`config.mk`:
```
export PLATFORM = sky130hd
export DESIGN_NAME = pivm_irq_vector_map
export DESIGN_NICKNAME = d
export VERILOG_FILES = /design/src/core/pivm_pkg.sv /design/src/core/pivm_prio_table.sv /design/src/core/pivm_irq_vector_map.sv
export SDC_FILE = /design/constraint.sdc
export NUM_CORES = 1
export LEC_CHECK = 0
export BUFFER_PORTS_ARGS = -buffer_cell sky130_fd_sc_hd__buf_4
export CAP_MARGIN = 15
export CORE_UTILIZATION = 55
export CTS_BUF_LIST = sky130_fd_sc_hd__clkbuf_8
export DETAILED_ROUTE_END_ITERATION = 6
export HOLD_SLACK_MARGIN = 0.15
export PLACE_DENSITY = 0.82
export SKIP_LAST_GASP = 1
export SLEW_MARGIN = 20
export SYNTH_ARGS = -nofsm -noshare
export SYNTH_HDL_FRONTEND = slang
export SYNTH_SLANG_ARGS = --single-unit
```
`constraint.sdc`:
```
create_clock -name clk -period 3.45 [get_ports clk]
set_input_delay 0.69 -clock clk [delete_from_list [all_inputs] [get_ports clk]]
set_output_delay 0.69 -clock clk [all_outputs]
set_load 0.005 [all_outputs]
```
`src/core/pivm_pkg.sv`:
```
package pivm_pkg;

    // Number of user interrupt inputs of the core's nested_vector_irq_ctrl and the width of a position.
    localparam int NUM_USER = 32;
    localparam int POS_W = 5;

    // Vector table layout: core exceptions first, then one word per user position.
    localparam logic [31:0] CORE_VEC_FIRST = 32'h0000_0000;
    localparam logic [31:0] USER_VEC_FIRST = 32'h0000_0040;

    // Fixed user positions of each peripheral request.
    localparam logic [4:0] POS_GPIO = 5'h00;
    localparam logic [4:0] POS_FLASH = 5'h01;
    localparam logic [4:0] POS_UART = 5'h04;
    localparam logic [4:0] POS_SPI = 5'h05;
    localparam logic [4:0] POS_RADIO = 5'h06;
    localparam logic [4:0] POS_WATCHDOG = 5'h07;
    localparam logic [4:0] POS_ADC = 5'h0D;
    localparam logic [4:0] POS_I2C_TWO = 5'h0E;
    localparam logic [4:0] POS_I2C_ONE = 5'h0F;
    localparam logic [4:0] POS_MULTIFUNCTION_TIMER_ONE_A = 5'h11;
    localparam logic [4:0] POS_MULTIFUNCTION_TIMER_ONE_B = 5'h12;
    localparam logic [4:0] POS_MULTIFUNCTION_TIMER_TWO_A = 5'h13;
    localparam logic [4:0] POS_MULTIFUNCTION_TIMER_TWO_B = 5'h14;
    localparam logic [4:0] POS_RTC = 5'h15;
    localparam logic [4:0] POS_DMA = 5'h17;

    // Positions with a source attached, and positions classed as critical.
    localparam logic [31:0] CONNECTED_MASK = 32'h00BE_E0F3;
    localparam logic [31:0] CRITICAL_MASK = 32'h0000_0040;

    // Priority level that every user position holds after reset.
    localparam int PRIO_RESET_LEVEL = 0;

    // Core exception numbers served by the lookup port.
    localparam logic [3:0] EXC_NUM_RESET = 4'h1;
    localparam logic [3:0] EXC_NUM_NMI = 4'h2;
    localparam logic [3:0] EXC_NUM_SEVERE_FAULT = 4'h3;
    localparam logic [3:0] EXC_NUM_SUPERVISOR_CALL = 4'hB;
    localparam logic [3:0] EXC_NUM_PENDING_SERVICE = 4'hE;
    localparam logic [3:0] EXC_NUM_PERIODIC_TICK = 4'hF;

    // Core exception priorities; the first three are fixed, the rest settable.
    localparam logic signed [3:0] PRIO_RESET_EXC = -4'sh3;
    localparam logic signed [3:0] PRIO_NMI_EXC = -4'sh2;
    localparam logic signed [3:0] PRIO_SEVERE_FAULT_EXC = -4'sh1;
    localparam logic signed [3:0] PRIO_SUPERVISOR_CALL_EXC = 4'sh3;
    localparam logic signed [3:0] PRIO_PENDING_SERVICE_EXC = 4'sh5;
    localparam logic signed [3:0] PRIO_PERIODIC_TICK_EXC = 4'sh6;

    // Sweep states, Gray coded along idle, run, publish.
    typedef enum logic [1:0]
    {
        PIVM_SCAN_IDLE = 2'b00,
        PIVM_SCAN_RUN = 2'b01,
        PIVM_SCAN_PUBLISH = 2'b11
    } pivm_scan_type;

endpackage

```
`src/core/pivm_prio_table.sv`:
```
`timescale 1ns/1ps

module pivm_prio_table #(
    parameter int DEPTH = 32,
    parameter int WIDTH = 2,
    parameter int AW = 5
)
(
    // Clock and synchronous reset.
    input wire logic clk,
    input wire logic nrst,
    // Write port.
    input wire logic wr_en,
    input wire logic [AW-1:0] wr_addr,
    input wire logic [WIDTH-1:0] wr_data,
    // Read port, data registered.
    input wire logic [AW-1:0] rd_addr,
    output logic [WIDTH-1:0] rd_data
);
    import pivm_pkg::*;

    logic [WIDTH-1:0] mem_r [DEPTH];

    // Refuse a table that the address cannot cover.
    initial
    begin
        if (DEPTH < 1 || DEPTH > (1 << AW) || WIDTH < 1)
            $error("pivm_prio_table: unsupported geometry");
    end

    // Entries clear to the reset level and take writes afterwards.
    always_ff @(posedge clk)
    begin
        if (!nrst)
        begin
            for (int i = 0; i < DEPTH; i++)
                mem_r[i] <= WIDTH'(PRIO_RESET_LEVEL);
        end
        else if (wr_en && int'(wr_addr) < DEPTH)
            mem_r[wr_addr] <= wr_data;
    end

    // Read data comes from a register; a same-cycle write shows on the next read.
    always_ff @(posedge clk)
    begin
        if (!nrst)
            rd_data <= WIDTH'(PRIO_RESET_LEVEL);
        else if (int'(rd_addr) < DEPTH)
            rd_data <= mem_r[rd_addr];
        else
            rd_data <= '0;
    end

endmodule // pivm_prio_table

```
`src/core/pivm_irq_vector_map.sv`:
```
// What this block does
// Present 32 user interrupt inputs, vectors 0x40 to 0xBC above core vectors 0x00-0x3C.
// Each peripheral request drives one fixed user input.
// GPIO request drives position 0, vector 0x40.
// Flash controller request drives position 1, vector 0x44.
// Serial port request drives position 4, vector 0x50.
// SPI request drives position 5, vector 0x54.
// Radio controller request drives position 6, vector 0x58, classed critical.
// Watchdog request drives position 7, vector 0x5C.
// ADC request drives position 13, vector 0x74.
// Second I2C request drives position 14, vector 0x78.
// First I2C request drives position 15, vector 0x7C.
// Timer one channels A and B drive positions 17 and 18, vectors 0x84, 0x88.
// Timer two channels A and B drive positions 19 and 20, vectors 0x8C, 0x90.
// Real-time clock request drives position 21, vector 0x94.
// Positions 2, 3, 8-12, 16 and 22 have no source and stay low.
// Every position starts at priority level 0 and stays programmable.
// Reset, NMI and severe fault carry fixed priorities -3, -2, -1; reset vector 0x04.
// Supervisor call, pending service, tick are settable, listed 3, 5, 6, vectors 0x2C/0x38/0x3C.
// DMA request drives position 23, vector 0x9C; positions 24-31 stay low.
// Requests are levels held until cleared, synchronous, cleared by core reset.
`timescale 1ns/1ps

module pivm_irq_vector_map #(
    parameter int PRIO_BITS = 2
)
(
    // Clock and synchronous active-low core reset.
    input wire logic clk,
    input wire logic nrst,

    // Peripheral interrupt requests, levels on clk.
    input wire logic gpio_irq,
    input wire logic flash_irq,
    input wire logic uart_irq,
    input wire logic spi_irq,
    input wire logic radio_irq,
    input wire logic watchdog_irq,
    input wire logic adc_irq,
    input wire logic i2c_two_irq,
    input wire logic i2c_one_irq,
    input wire logic multifunction_timer_one_a_irq,
    input wire logic multifunction_timer_one_b_irq,
    input wire logic multifunction_timer_two_a_irq,
    input wire logic multifunction_timer_two_b_irq,
    input wire logic rtc_irq,
    input wire logic dma_irq,

    // Priority programming from the core.
    input wire logic prio_wr_en,
    input wire logic [pivm_pkg::POS_W-1:0] prio_wr_pos,
    input wire logic [PRIO_BITS-1:0] prio_wr_level,

    // Core exception lookup.
    input wire logic [3:0] sys_exc_num,

    // User interrupt lines towards the nested_vector_irq_ctrl.
    output logic [pivm_pkg::NUM_USER-1:0] user_irq,
    output logic [pivm_pkg::NUM_USER-1:0] user_irq_rise,

    // Most urgent pending user interrupt.
    output logic pend_valid,
    output logic [pivm_pkg::POS_W-1:0] pend_pos,
    output logic [31:0] pend_vector_addr,
    output logic [PRIO_BITS-1:0] pend_level,
    output logic pend_critical,

    // Core exception answer.
    output logic sys_exc_valid,
    output logic [31:0] sys_exc_addr,
    output logic signed [3:0] sys_exc_prio,
    output logic sys_exc_fixed
);
    import pivm_pkg::*;

    // Refuse priority widths the level encoding cannot carry.
    initial
    begin
        if (PRIO_BITS < 1 || PRIO_BITS > 8)
            $error("pivm_irq_vector_map: PRIO_BITS must be 1 to 8");
    end

    // Source vector assembled by position.
    logic [NUM_USER-1:0] src_vec;
    // Source vector after the connection mask.
    logic [NUM_USER-1:0] masked_src;
    // Registered user lines and their previous value.
    logic [NUM_USER-1:0] user_irq_r;
    logic [NUM_USER-1:0] user_irq_prev_r;

    // Sweep state and pointers.
    pivm_scan_type scan_st_r;
    pivm_scan_type scan_st_nxt;
    logic [POS_W-1:0] scan_addr_r;
    logic [POS_W-1:0] data_pos_r;
    logic data_vld_r;

    // Priority read data for data_pos_r.
    logic [PRIO_BITS-1:0] rd_level;

    // Best candidate collected during the sweep.
    logic best_vld_r;
    logic [POS_W-1:0] best_pos_r;
    logic [PRIO_BITS-1:0] best_level_r;
    logic best_crit_r;

    // Candidate after considering the entry that arrives this cycle.
    logic take;
    logic cand_vld;
    logic [POS_W-1:0] cand_pos;
    logic [PRIO_BITS-1:0] cand_level;
    logic cand_crit;
    logic entry_crit;

    // Published result registers.
    logic pend_valid_r;
    logic [POS_W-1:0] pend_pos_r;
    logic [31:0] pend_vector_addr_r;
    logic [PRIO_BITS-1:0] pend_level_r;
    logic pend_critical_r;

    // Exception lookup registers.
    logic sys_exc_valid_r;
    logic [31:0] sys_exc_addr_r;
    logic signed [3:0] sys_exc_prio_r;
    logic sys_exc_fixed_r;

    // Place each peripheral request on its fixed position; the rest stay low.
    always_comb
    begin
        src_vec = '0;
        src_vec[POS_GPIO] = gpio_irq;
        src_vec[POS_FLASH] = flash_irq;
        src_vec[POS_UART] = uart_irq;
        src_vec[POS_SPI] = spi_irq;
        src_vec[POS_RADIO] = radio_irq;
        src_vec[POS_WATCHDOG] = watchdog_irq;
        src_vec[POS_ADC] = adc_irq;
        src_vec[POS_I2C_TWO] = i2c_two_irq;
        src_vec[POS_I2C_ONE] = i2c_one_irq;
        src_vec[POS_MULTIFUNCTION_TIMER_ONE_A] = multifunction_timer_one_a_irq;
        src_vec[POS_MULTIFUNCTION_TIMER_ONE_B] = multifunction_timer_one_b_irq;
        src_vec[POS_MULTIFUNCTION_TIMER_TWO_A] = multifunction_timer_two_a_irq;
        src_vec[POS_MULTIFUNCTION_TIMER_TWO_B] = multifunction_timer_two_b_irq;
        src_vec[POS_RTC] = rtc_irq;
        src_vec[POS_DMA] = dma_irq;
    end

    // The mask guards unassigned positions even if the table above is edited.
    assign masked_src = src_vec & CONNECTED_MASK;

    // Two flops per user position, line and previous value; requests share clk, so no synchroniser is needed.
    generate
        for (genvar i = 0; i < NUM_USER; i++)
        begin : g_line
            always_ff @(posedge clk)
            begin
                if (!nrst)
                begin
                    user_irq_r[i] <= 1'b0;
                    user_irq_prev_r[i] <= 1'b0;
                end
                else
                begin
                    user_irq_r[i] <= masked_src[i];
                    user_irq_prev_r[i] <= user_irq_r[i];
                end
            end
            // A new assertion shows for one cycle, so short events are still visible.
            assign user_irq_rise[i] = user_irq_r[i] & ~user_irq_prev_r[i];
        end
    endgenerate

    assign user_irq = user_irq_r;

    // Per-position priority levels, cleared to level zero by reset.
    pivm_prio_table #(
        .DEPTH(NUM_USER),
        .WIDTH(PRIO_BITS),
        .AW(POS_W)
    ) u_prio_table (
        .clk(clk),
        .nrst(nrst),
        .wr_en(prio_wr_en),
        .wr_addr(prio_wr_pos),
        .wr_data(prio_wr_level),
        .rd_addr(scan_addr_r),
        .rd_data(rd_level)
    );

    // Sweep sequencing: read every table entry once, then publish.
    always_comb
    begin
        case (scan_st_r)
            PIVM_SCAN_IDLE:
                scan_st_nxt = PIVM_SCAN_RUN;
            PIVM_SCAN_RUN:
                scan_st_nxt = (scan_addr_r == POS_W'(NUM_USER - 1)) ? PIVM_SCAN_PUBLISH : PIVM_SCAN_RUN;
            PIVM_SCAN_PUBLISH:
                scan_st_nxt = PIVM_SCAN_RUN;
            default:
                scan_st_nxt = PIVM_SCAN_IDLE;
        endcase
    end

    // State register.
    always_ff @(posedge clk)
    begin
        if (!nrst)
            scan_st_r <= PIVM_SCAN_IDLE;
        else
            scan_st_r <= scan_st_nxt;
    end

    // Read address walks through the positions while running.
    always_ff @(posedge clk)
    begin
        if (!nrst)
            scan_addr_r <= '0;
        else if (scan_st_r == PIVM_SCAN_RUN)
            scan_addr_r <= scan_addr_r + POS_W'(1);
        else
            scan_addr_r <= '0;
    end

    // The table answers one cycle later, so the position travels alongside.
    always_ff @(posedge clk)
    begin
        if (!nrst)
        begin
            data_vld_r <= 1'b0;
            data_pos_r <= '0;
        end
        else
        begin
            data_vld_r <= (scan_st_r == PIVM_SCAN_RUN);
            data_pos_r <= scan_addr_r;
        end
    end

    // Compare the arriving entry with the best so far.
    always_comb
    begin
        entry_crit = CRITICAL_MASK[data_pos_r];
        take = 1'b0;
        if (data_vld_r && user_irq_r[data_pos_r])
        begin
            if (!best_vld_r)
                take = 1'b1;
            else if (entry_crit && !best_crit_r)
                take = 1'b1;
            else if (entry_crit == best_crit_r && rd_level < best_level_r)
                take = 1'b1;
        end
        cand_vld = best_vld_r | take;
        cand_pos = take ? data_pos_r : best_pos_r;
        cand_level = take ? rd_level : best_level_r;
        cand_crit = take ? entry_crit : best_crit_r;
    end

    // Running best; cleared at the start of every sweep.
    always_ff @(posedge clk)
    begin
        if (!nrst || scan_st_r == PIVM_SCAN_PUBLISH)
        begin
            best_vld_r <= 1'b0;
            best_pos_r <= '0;
            best_level_r <= '0;
            best_crit_r <= 1'b0;
        end
        else
        begin
            best_vld_r <= cand_vld;
            best_pos_r <= cand_pos;
            best_level_r <= cand_level;
            best_crit_r <= cand_crit;
        end
    end

    // Publish once per sweep; drop the claim as soon as its line falls.
    always_ff @(posedge clk)
    begin
        if (!nrst)
        begin
            pend_valid_r <= 1'b0;
            pend_pos_r <= '0;
            pend_vector_addr_r <= USER_VEC_FIRST;
            pend_level_r <= '0;
            pend_critical_r <= 1'b0;
        end
        else if (scan_st_r == PIVM_SCAN_PUBLISH)
        begin
            pend_valid_r <= cand_vld && masked_src[cand_pos];
            pend_pos_r <= cand_pos;
            pend_vector_addr_r <= USER_VEC_FIRST + (32'(cand_pos) << 2);
            pend_level_r <= cand_level;
            pend_critical_r <= cand_crit;
        end
        else if (!masked_src[pend_pos_r])
            pend_valid_r <= 1'b0;
    end

    assign pend_valid = pend_valid_r;
    assign pend_pos = pend_pos_r;
    assign pend_vector_addr = pend_vector_addr_r;
    assign pend_level = pend_level_r;
    assign pend_critical = pend_critical_r;

    // Core exception table: vector address, listed priority and whether it is fixed.
    always_ff @(posedge clk)
    begin
        if (!nrst)
        begin
            sys_exc_valid_r <= 1'b0;
            sys_exc_addr_r <= CORE_VEC_FIRST;
            sys_exc_prio_r <= '0;
            sys_exc_fixed_r <= 1'b0;
        end
        else
        begin
            sys_exc_addr_r <= CORE_VEC_FIRST + (32'(sys_exc_num) << 2);
            case (sys_exc_num)
                EXC_NUM_RESET:
                begin
                    sys_exc_valid_r <= 1'b1;
                    sys_exc_prio_r <= PRIO_RESET_EXC;
                    sys_exc_fixed_r <= 1'b1;
                end
                EXC_NUM_NMI:
                begin
                    sys_exc_valid_r <= 1'b1;
                    sys_exc_prio_r <= PRIO_NMI_EXC;
                    sys_exc_fixed_r <= 1'b1;
                end
                EXC_NUM_SEVERE_FAULT:
                begin
                    sys_exc_valid_r <= 1'b1;
                    sys_exc_prio_r <= PRIO_SEVERE_FAULT_EXC;
                    sys_exc_fixed_r <= 1'b1;
                end
                EXC_NUM_SUPERVISOR_CALL:
                begin
                    sys_exc_valid_r <= 1'b1;
                    sys_exc_prio_r <= PRIO_SUPERVISOR_CALL_EXC;
                    sys_exc_fixed_r <= 1'b0;
                end
                EXC_NUM_PENDING_SERVICE:
                begin
                    sys_exc_valid_r <= 1'b1;
                    sys_exc_prio_r <= PRIO_PENDING_SERVICE_EXC;
                    sys_exc_fixed_r <= 1'b0;
                end
                EXC_NUM_PERIODIC_TICK:
                begin
                    sys_exc_valid_r <= 1'b1;
                    sys_exc_prio_r <= PRIO_PERIODIC_TICK_EXC;
                    sys_exc_fixed_r <= 1'b0;
                end
                default:
                begin
                    sys_exc_valid_r <= 1'b0;
                    sys_exc_prio_r <= '0;
                    sys_exc_fixed_r <= 1'b0;
                end
            endcase
        end
    end

    assign sys_exc_valid = sys_exc_valid_r;
    assign sys_exc_addr = sys_exc_addr_r;
    assign sys_exc_prio = sys_exc_prio_r;
    assign sys_exc_fixed = sys_exc_fixed_r;

endmodule // pivm_irq_vector_map

```
==> results of run 1 <==
-- cells in the final DEF (no fill, tap or decap), types with 19 or more instances in the layout --
| master | Yosys | final |
|---|---|---|
| nand2_1 | 72 | 72 |
| and3_1 | 68 | 68 |
| mux4_2 | 20 | 20 |
| and2_1 | 40 | 40 |
| edfxtp_1 | 64 | 64 |
| conb_1 | 1 | 88 |
| dfxtp_1 | 74 | 74 |
| nor2b_1 | 19 | 19 |
| nor2_1 | 46 | 46 |
| inv_1 | 19 | 19 |
| buf_4 | 95 | 92 |
-- state kept, by name (all words and copies together) (netlist names), 2 cells and up --
| register | cells |
|---|---|
| pend_vector_addr | 2 |
| u_prio_table.mem_r | 64 |
| u_prio_table.rd_data | 2 |
| pend_pos | 4 |
| sys_exc_addr | 4 |
| user_irq_prev_r | 15 |
| best_pos_r | 5 |
| scan_addr_r | 5 |
| scan_st_r | 2 |
| sys_exc_prio | 3 |
| best_level_r | 2 |
| user_irq | 15 |
| data_pos_r | 5 |
| pend_level | 2 |
-- path summary, 6_finish.rpt --
path / startpoint / endpoint / cells after the start
max: data_pos_r[1] / pend_valid / 8
min reg2reg: pend_vector_addr[6] / pend_vector_addr[6] / 1
max reg2reg: data_pos_r[1] / pend_valid / 8
min: sys_exc_num[2] / sys_exc_prio[1] / 2
-- layout make-up --
type / count / share of cell area [%]
repair buffers: 92 / 8.65
inverters: 20 / 0.940
flip-flops and latches: 138 / 42.6
multi-input cells: 499 / 39.6
clock inverters: 15 / 2.57
clock buffers: 17 / 2.93
well taps: 172 / 2.69
-- per-stage QoR --
step	hold slack, ns	util, %	setup slack (ns)
CTS	0.440	62.7	0.395
detailed placement	0.462	59.3	0.393
finish	0.464	62.8	0.350
global placement	0.439	59.3	0.536
global route	0.455	62.8	0.111
floorplan	0.442	-	1.03
-- power groups by stage --
stage | Sequential [W] | Clock [W] | Combinational, W
after floorplan | 0.00183 | 0 | 0.000265
after global placement | 0.00184 | 0 | 0.000301
after detailed placement | 0.00185 | 0 | 0.000307
after CTS | 0.00181 | 0.00147 | 0.000308
after global routing | 0.00182 | 0.00154 | 0.000346
final | 0.00181 | 0.00146 | 0.000309
-- cells by family after synthesis --
| family | after synthesis | synth area share (%) |
|---|---|---|
| buf+inv | 166 | 13.9 |
| mux | 43 | 9.64 |
| simple gates | 287 | 21.2 |
| other cells | 1 | 0.0518 |
| xor+xnor | 2 | 0.242 |
| fa+ha+maj | 4 | 0.691 |
| flops | 138 | 47.0 |
| compound gates | 75 | 7.33 |
-- metal layers --
layer  vias up  part of all wire, %
met5         -                    0
met4         0                  1.5
met3        17                  6.2
met2       169                   52
met1      2416                   40
li1       2428                    -
==> results.md, run 1 <==
- DR vias: 5,030
- Post-layout min period: just over 3 ns
- First-pass GRT wire length: 24.1 mm
- # fillers: between 1,000 and 1,500
- Area grow syn2layout: 10.3%
- Share of layout cells above drive strength 1: 19.7%
- Tot Pwr: 0.00358 W
- VDD IR max: 353 uV
- Largest net degree at the start of global routing: 48
- Worst Hold Class: input pin to flip-flop
- Antenna Nets Post-Route: 0
- GR Layer Usage met3: 6.23%
- Initial antenna violation count: 0
- Seq/Total Area, Yosys: 47.0%
- Setup tns final: 0 ns
- Status: finished clean
- Crit share post-route: roughly 90%
- Reg power frac: 50.6%
- Std-Cell Core Area: 12,700 sq um
- Hold Fails Final Rpt: 0
- Crit Path Class: flip-flop to flip-flop
- Syn. warnings: 0
- Worst-Skew Late Latency: 0.46 ns
- Yosys top cell area share: 26.5%
- Net Sw Power: 0.000817 W
- Pins Over Slew Limit: 0
- Synth async-reset ratio: 0%
- Combinational power share: 8.6%
- Critical path peak fanout: 16
- GP Congestion: 0.891
- Most frequent cells after synthesis: buf_4, dfxtp_1, nand2_1, and3_1, edfxtp_1
- Cell accounting for the most synthesized area: edfxtp_1
- Clock skew: 0.00596 ns
- Clock share of power: 40.7%
- Post-synthesis area per instance: just over 10 sq um
- Area of the multi-input gates: 3160 sq um
- Die Y: approximately 120 um
- Synth cell types: 64
- Register area: 3400 sq um
- Mapped Area: between 7000 and 8000 sq um
- RSZ-0062 raised after global routing: no
- CTS tree: built
- Setup crit end kind: flip-flop
- Fmax: 323 MHz
- I/O Pins: 172
- Clock Path Buffers: 2
- Post-DP HPWL: 10.8 mm
- Hold Buf Count CTS: 0
- Final WL: 15.2 mm
- Ant diodes: 0
- Full die area: 13,600 sq um
- PwrDens: 448 nW/um^2
- Top cells by area, synth: edfxtp_1, dfxtp_1, buf_4
- Final setup violation count: 0
- CP Launch Type: flip-flop
- Row cnt: 41
- Sw Share: 22.8%
- Slew headroom: 28.6%
- Slew of the pin with the lowest slew margin: 1.06 ns
- Flop-to-flop setup slack: 0.35 ns
- Starting Density: 56.9%
- Non-filler instance count after layout: between 900 and 1,000
- Crit-path max cell delay: 0.73 ns
- DRC Markers: 0
- DP Cell Count: between 900 and 1,000
- Crit-path slowest cell: dfxtp_1
- Post-Syn Instances: a little over 700
- Bufs and invs on worst path: 0
- Met1 Usage GRT: between 20 and 30%
- Clock tree sinks: about 140
- Grt total ovfl: 0
- Int Power: 0.00276 W
- Design area: 7990 sq um
- Post-CTS setup buffers: 0
- PortBufs: between 80 and 90
- Post_cts resized: 0
- Number of synthesized flops with an enable pin: 64
- Met2 Use GR: between 40% and 50%
- Seq cells post-synth: 138
- Area after DPL: 7540 sq um
- H-tree depth: 4
- Max-cap violations: 0
- Num CTS Buffers: 17
- Primary FF master, synth: dfxtp_1
- Width of the die: 117 um
- Number of global-route vias before repair: 4,769
- Crit path DAT: 3.43 ns
- Vias per inst: 5.28
- Most used routing layer: met2
- Clock Tree Root: clkbuf_8
- Critical Path RT: 3.78 ns
- P_leak: 3.47 nW
- Crit path max-delay family: simple AND/OR/NAND/NOR gates
- Clock transition at path regs: ~0.070 ns
- DR pass1 iterations: 5
- Initial DRC Count: 294
- Cell with the most instances after synthesis: buf_4
- Gr usage total: about a quarter
- WL/cell: around 16 um
- NumNets Final: approximately 800
- Critical-path cell list: nor2_1 -> a311oi_2 -> nand4_4 -> mux2i_2 -> nand3_2 -> mux2_4 -> nor4b_2 -> o41ai_2
Power figures use the tool's default switching activity.
==> run 2, diff against run 1 <==
--- a/config.mk
+++ b/config.mk
@@ -5,6 +5,7 @@
 export SDC_FILE = /design/constraint.sdc
 export NUM_CORES = 1
 export LEC_CHECK = 0
+export ABC_AREA = 1
 export BUFFER_PORTS_ARGS = -buffer_cell sky130_fd_sc_hd__buf_4
 export CAP_MARGIN = 15
 export CORE_UTILIZATION = 55
==> run 2 against run 1 <==
  * Synthesized cell count increased by 21%
  * Register-to-register slack improved by 0.45 ns
  * Die area decreased by 4.5%
  * Cell count increased by 17%
  * Critical path type unchanged
  * Wire length decreased by 8.5%
  * Non-clock buffer count decreased by 2
  * Critical path depth increased by 11
  * Largest cell class unchanged
  * Clock power decreased by 16%
  * Worst setup slack improved by 0.45 ns
  * Fmax increased by 17%
  * Sequential power about the same
==> results.md, run 2 <==
- Antenna Nets Post-Route: 0
- Hold Fails Final Rpt: 0
- Setup crit end kind: flip-flop
- Syn. warnings: 0
- Crit Path Class: flip-flop to flip-flop
- H-tree depth: 4
- Yosys top cell area share: 27.8%
- DR pass1 iterations: 5
- Crit share post-route: 76.8%
- Critical path peak fanout: 12
- Post-DP HPWL: between 9 and 10 mm
- Synth async-reset ratio: 0%
- Hold path cells: 3
- GR Layer Usage met3: 6.78%
- Critical Path RT: 3.78 ns
- Vias per inst: 4.89
- Initial antenna violation count: 0
- Post-synthesis area per instance: 8.00 sq um
- WHS Endpoint: user_irq[7]
- Num CTS Buffers: 17
- Clock tree sinks: 138
- Synth cell types: 35
- RSZ-0062 raised after global routing: no
- Std-Cell Core Area: 12,100 sq um
- Pins Over Slew Limit: 0
- DR vias: 5,455
- CP Launch Type: flip-flop
- Register area: 3400 sq um
- Most frequent cells after synthesis: nand2_1, nor2_1, inv_1, buf_4, dfxtp_1
- Post_cts resized: 0
- VDD IR max: 312 uV
- Slew of the pin with the lowest slew margin: 1.08 ns
- FF-to-FF Start: data_pos_r[0]
- Post-CTS setup buffers: 0
- Largest register by flop count: u_prio_table.mem_r
- Primary FF master, synth: dfxtp_1
- Post-layout min period: 2.65 ns
- RR Endpoint: pend_valid
- Post-Syn Instances: 864
- Most used routing layer: met2
- Clock skew: ~0.0096 ns
- Starting Density: 57.1%
- Worst reg-to-reg path cell count: 19
- Row cnt: 40
- Status: finished clean
- Area grow syn2layout: 10.6%
- Number of synthesized flops with an enable pin: between 60 and 70
- Seq cells post-synth: between 100 and 150
- First-pass GRT wire length: 22.3 mm
- Initial DRC Count: between 300 and 400
- Flop-to-flop setup slack: between 0.8 and 0.9 ns
- Hold Buf Count CTS: 0
- DRC Markers: 0
- Cell with the most instances after synthesis: nand2_1
- Share of layout cells above drive strength 1: 14.5%
- Mapped Area: slightly below 7000 sq um
- Max-cap violations: 0
- Final WL: between 10 and 15 mm
- Clock transition at path regs: 0.07 ns
- Largest net degree at the start of global routing: 55
- WL/cell: 12.5 um
- Gr usage total: 22.1%
- Number of global-route vias before repair: 4,883
- Full die area: 13,000 sq um
- Final setup violation count: 0
- PwrDens: 445 nW/um^2
- Clock Tree Root: clkbuf_8
- I/O Pins: 172
- Slew headroom: approximately 28%
- Die Y: 114 um
- Number of flip-flops in the largest register: 64
- Fmax: 378 MHz
- Worst-Skew Late Latency: 0.45 ns
- Grt total ovfl: 0
- Setup tns final: 0 ns
- Met2 Use GR: 37.7%
- NumNets Final: 967
- Top cells by area, synth: edfxtp_1, dfxtp_1, buf_4
- Ant diodes: 0
- Clock Path Buffers: 2
- Met1 Usage GRT: 26.8%
- P_leak: between 3 and 4 nW
- Worst Hold Class: input pin to flip-flop
- CTS tree: built
- Most frequent cells in the layout: nand2_1, nor2_1, inv_1
- PortBufs: 83
- GP Congestion: 0.871
- Hold_sp: watchdog_irq
- Area of the multi-input gates: 2590 sq um
- Width of the die: ~110 um
- Most common cell after layout, fill and taps aside: nand2_1
- # fillers: 1,043
- Cell accounting for the most synthesized area: edfxtp_1
- Seq/Total Area, Yosys: 49.2%
- Crit path DAT: roughly 3 ns
- Fin util: 63.1%
## run 2: cell types whose count changed in the layout (fill, tap and decap cells not counted), sizes merged, moves of 10 or more
cell    change
o21ai      +40
o221ai     +10
inv        +88
a211oi     -10
and2       -41
mux2i      -18
mux4       -20
and3       -68
nand2     +115
nor2b      -19
nor2       +93
nand3      +22
## run 2: report_power, final
part           internal (W)  switching, W
Sequential          0.00178     0.0000338
Clock              0.000626      0.000608
Combinational      0.000122      0.000229
## run 2: worst max-delay path by stage
stage / from / to / slack [ns] / cells past startpoint
after global routing: data_pos_r[0] / pend_valid / 0.45 / 19
final: data_pos_r[0] / pend_valid / 0.80 / 19
after detailed placement: data_pos_r[0] / pend_valid / 0.82 / 17
after CTS: data_pos_r[0] / pend_valid / 0.81 / 19
after floorplan: best_level_r[1] / pend_valid / 1.49 / 17
after global placement: data_pos_r[0] / pend_valid / 0.92 / 19
## run 2: cells by family after synthesis
| logic type | synth area share [%] |
|---|---|
| flops | 49.2 |
| buf+inv | 18.0 |
| compound gates | 9.41 |
| other cells | 0.0542 |
| fa+ha+maj | 0.724 |
| simple gates | 22.6 |
## run 2: through the flow
| stage | hold slack, ns | total power [W] | cells | setup slack [ns] | cell area [sq um] |
|---|---|---|---|---|---|
| finish | 0.438 | 0.00340 | 1115 | 0.802 | 7650 |
| global route | 0.409 | 0.00353 | 1115 | 0.454 | 7650 |
| CTS | 0.411 | 0.00341 | 1115 | 0.809 | 7650 |
| detailed placement | 0.433 | 0.00220 | 1083 | 0.825 | 7280 |
| global placement | 0.425 | 0.00219 | 1083 | 0.916 | 7280 |
| floorplan | 0.436 | 0.00214 | 951 | 1.49 | 7240 |
## run 2: layout make-up
cell class	instances	area share, %
Sequential cell	138	44.5
Multi-Input combinational cell	580	33.9
Timing Repair Buffer	90	8.84
Inverter	107	5.25
Clock buffer	17	3.06
Tap cell	168	2.75
Clock inverter	15	1.73
## run 2: critical path, stage by stage, from the launching register on
cell and delay [ns]:
dfxtp_1 0.63, inv_1 0.21, nand2_1 0.10, nand3_1 0.06, nand2_1 0.07, nand2_1 0.07, a21boi_2 0.14, nand4_2 0.35
nand2_1 0.19, nand2_2 0.14, nand2_1 0.09, nor2_1 0.04, nor2_1 0.09, nand2_1 0.05, nand2_1 0.07, inv_2 0.03
nand2_1 0.04, nand2_1 0.04, nand2_1 0.07, a21oi_2 0.04
## run 2: layer usage
layer,wire length [um],vias to the layer above,share of wire (%)
met5,0,-,0
met4,195,0,1.4
met3,1150,18,8.3
met2,6920,262,50
met1,5670,2461,41
li1,-,2714,-
==> run 3, diff against run 2 <==
--- a/config.mk
+++ b/config.mk
@@ -8,11 +8,11 @@
 export ABC_AREA = 1
 export BUFFER_PORTS_ARGS = -buffer_cell sky130_fd_sc_hd__buf_4
 export CAP_MARGIN = 15
-export CORE_UTILIZATION = 55
+export CORE_UTILIZATION = 50
 export CTS_BUF_LIST = sky130_fd_sc_hd__clkbuf_8
 export DETAILED_ROUTE_END_ITERATION = 6
 export HOLD_SLACK_MARGIN = 0.15
-export PLACE_DENSITY = 0.82
+export PLACE_DENSITY = 0.79
 export SKIP_LAST_GASP = 1
 export SLEW_MARGIN = 20
 export SYNTH_ARGS = -nofsm -noshare
==> constraint.sdc (replaced) <==
create_clock -name clk -period 2.4 [get_ports clk]
set_input_delay 0.48 -clock clk [delete_from_list [all_inputs] [get_ports clk]]
set_output_delay 0.48 -clock clk [all_outputs]
set_load 0.005 [all_outputs]
==> run 3 against run 2 <==
  * Fmax up 21%
  * Clock power grew 36%
  * Combinational power grew 50%
  * Die area rose by 9.8%
  * Largest power group unchanged
  * Clock skew grew 0.0020 ns
  * Worst setup slack worse by 0.58 ns
  * Clock-buffer cell count unchanged
  * Highest routed layer unchanged
  * Critical path depth shrank 1
==> results.md, run 3 (same netlist as run 2, synthesis figures left out) <==
- Width of the die: 120 um
- Worst Hold Class: input pin to flip-flop
- Crit Path Class: flip-flop to flip-flop
- Std-Cell Core Area: 13,300 sq um
- CP Launch Type: flip-flop
- Die Y: 120 um
- Initial DRC Count: 376
- Gr usage total: 21.1%
- Full die area: 14,300 sq um
- Area grow syn2layout: 11.7%
- Number of flip-flops in the largest register: 64
- DRC Markers: 0
- Most common cell after layout, fill and taps aside: nand2_1
- Antenna Nets Post-Route: 0
- Fmax: 458 MHz
- Pins Over Slew Limit: 0
- Critical path peak fanout: 9
- Setup tns final: 0 ns
- Most frequent cells in the layout: nand2_1, nor2_1, inv_1
- GP Congestion: 0.889
- Row cnt: 42
- Crit-path slowest cell: dfxtp_1
- Ant diodes: 0
- First-pass GRT wire length: 23.6 mm
- Grt total ovfl: 0
- NumNets Final: 977
- Share of layout cells above drive strength 1: 15.6%
- Initial antenna violation count: 0
- P_leak: 3.70 nW
- Number of global-route vias before repair: 5,084
- PwrDens: 622 nW/um^2
- Clock Tree Root: clkbuf_8
- Clock Path Buffers: 2
- Critical-path cell list: inv_1 -> ha_1 -> a21oi_1 -> a21oi_1 -> nand2_1 -> nand4_4 -> buf_4 -> nand2_4 -> o21ai_4 -> nand2_1 -> nand3_1 -> nand2_1 -> nand2_1 -> inv_2 -> nand2_1 -> nand2_1 -> nand2_1 -> a21oi_2
- Flop-to-flop setup slack: 0.22 ns
- Slew of the pin with the lowest slew margin: 0.553 ns
- WL/cell: 12.7 um
- VDD IR max: 400 uV
- Clock transition at path regs: 0.08 ns
- Clock tree sinks: between 100 and 150
- Hold_sp: rtc_irq
- FF-to-FF Start: best_level_r[1]
- Worst reg-to-reg path cell count: 18
- Largest register by flop count: u_prio_table.mem_r
- DR pass1 iterations: 5
- Clock skew: roughly 0.012 ns
- Crit-path max cell delay: 0.31 ns
- Crit share post-route: between 90% and 100%
- Critical Path RT: roughly 2.8 ns
- Non-filler instance count after layout: 1,133
- RR Endpoint: pend_valid
- Final WL: 14.4 mm
- CTS tree: built
- Design area: 7720 sq um
- Post-CTS setup buffers: 0
- Starting Density: 51.8%
- Hold path cells: 3
- Post-layout min period: 2.18 ns
- H-tree depth: 4
- Largest net degree at the start of global routing: 53
- WHS Endpoint: user_irq[21]
- Worst-Skew Late Latency: between 0.4 and 0.5 ns
- Max-cap violations: 0
- Area after DPL: 7370 sq um
- Status: finished clean
- Num CTS Buffers: 17
- PortBufs: 83
- Setup crit end kind: flip-flop
- Crit path DAT: 2.56 ns
- Vias per inst: 4.84
- Slew headroom: 63.1%
- DR vias: approximately 5,500
- DP Cell Count: 1,101
- I/O Pins: 172
- Final setup violation count: 0
- Post-DP HPWL: slightly above 10 mm
- Worst path most repeated cell: nand2_1
- Fin Hold WS: 0.237 ns
- Hold Fails Final Rpt: 0
run 3: cell types whose count changed in the layout (fill, tap and decap cells not counted), sizes merged:
| cell | before | now |
|---|---|---|
| buf | 90 | 100 |
| bufinv | 2 | 1 |
| clkinv | 11 | 9 |
| clkinvlp | 2 | 3 |
| inv | 107 | 109 |
run 3: layer usage:
| metal | share of wire [%] | wire, um | GRT usage [%] | up-vias |
|---|---|---|---|---|
| met3 | 6.9 | 985 | 5.42 | 35 |
| met2 | 50 | 7160 | 35.9 | 225 |
| li1 | - | - | - | 2739 |
| met5 | 0 | 0 | 0 | - |
| met4 | 1.8 | 254 | 7.73 | 0 |
| met1 | 42 | 5970 | 25.5 | 2489 |
run 3: worst max-delay path by stage:
stage,start,to,depth (start not counted)
floorplan,best_level_r[1],pend_valid,17
global placement,best_level_r[1],pend_valid,18
detailed placement,best_level_r[1],pend_valid,18
CTS,best_level_r[1],pend_valid,18
global route,data_pos_r[0],pend_valid,18
finish,best_level_r[1],pend_valid,18
run 3: critical path, delay by kind of cell (launching register included):
family	cells	cell delay [ns]
and+or+nand+nor	10	0.83
buffers and inverters	3	0.29
AOI/OAI and AO/OA	4	0.41
adders and majority gates	1	0.28
DFF	1	0.31
run 3: report_power, final:
part / switching (W) / internal, W
sequential: 0.0000449 / 0.00256
clock: 0.000874 / 0.000797
combinational: 0.000340 / 0.000187
run 3: metrics by stage:
| step | total power, W | setup slack (ns) | utilization, % |
|---|---|---|---|
| 6_report | 0.00480 | 0.217 | 57.8 |
| 5_1_grt | 0.00502 | -0.00360 | 57.8 |
| 4_1_cts | 0.00483 | 0.126 | 57.8 |
| 3_5_place_dp | 0.00318 | 0.150 | 55.2 |
| 3_3_place_gp | 0.00317 | 0.211 | 55.2 |
| 2_1_floorplan | 0.00307 | 0.443 | - |
run 3: area by class of cell:
type | count | area, sq um
clock buffers | 17 | 234
clock inverters | 15 | 111
fillers | 1231 | 5630
inverters | 107 | 402
multi-input cells | 580 | 2600
flip-flops and latches | 138 | 3400
well taps | 176 | 220
repair buffers | 100 | 751
run 3: what timing repair did:
action | in CTS | in global routing
endpoints found under the setup margin | 0 | 2
hold buffers | 0 | 0
gates resized for setup | 0 | 2
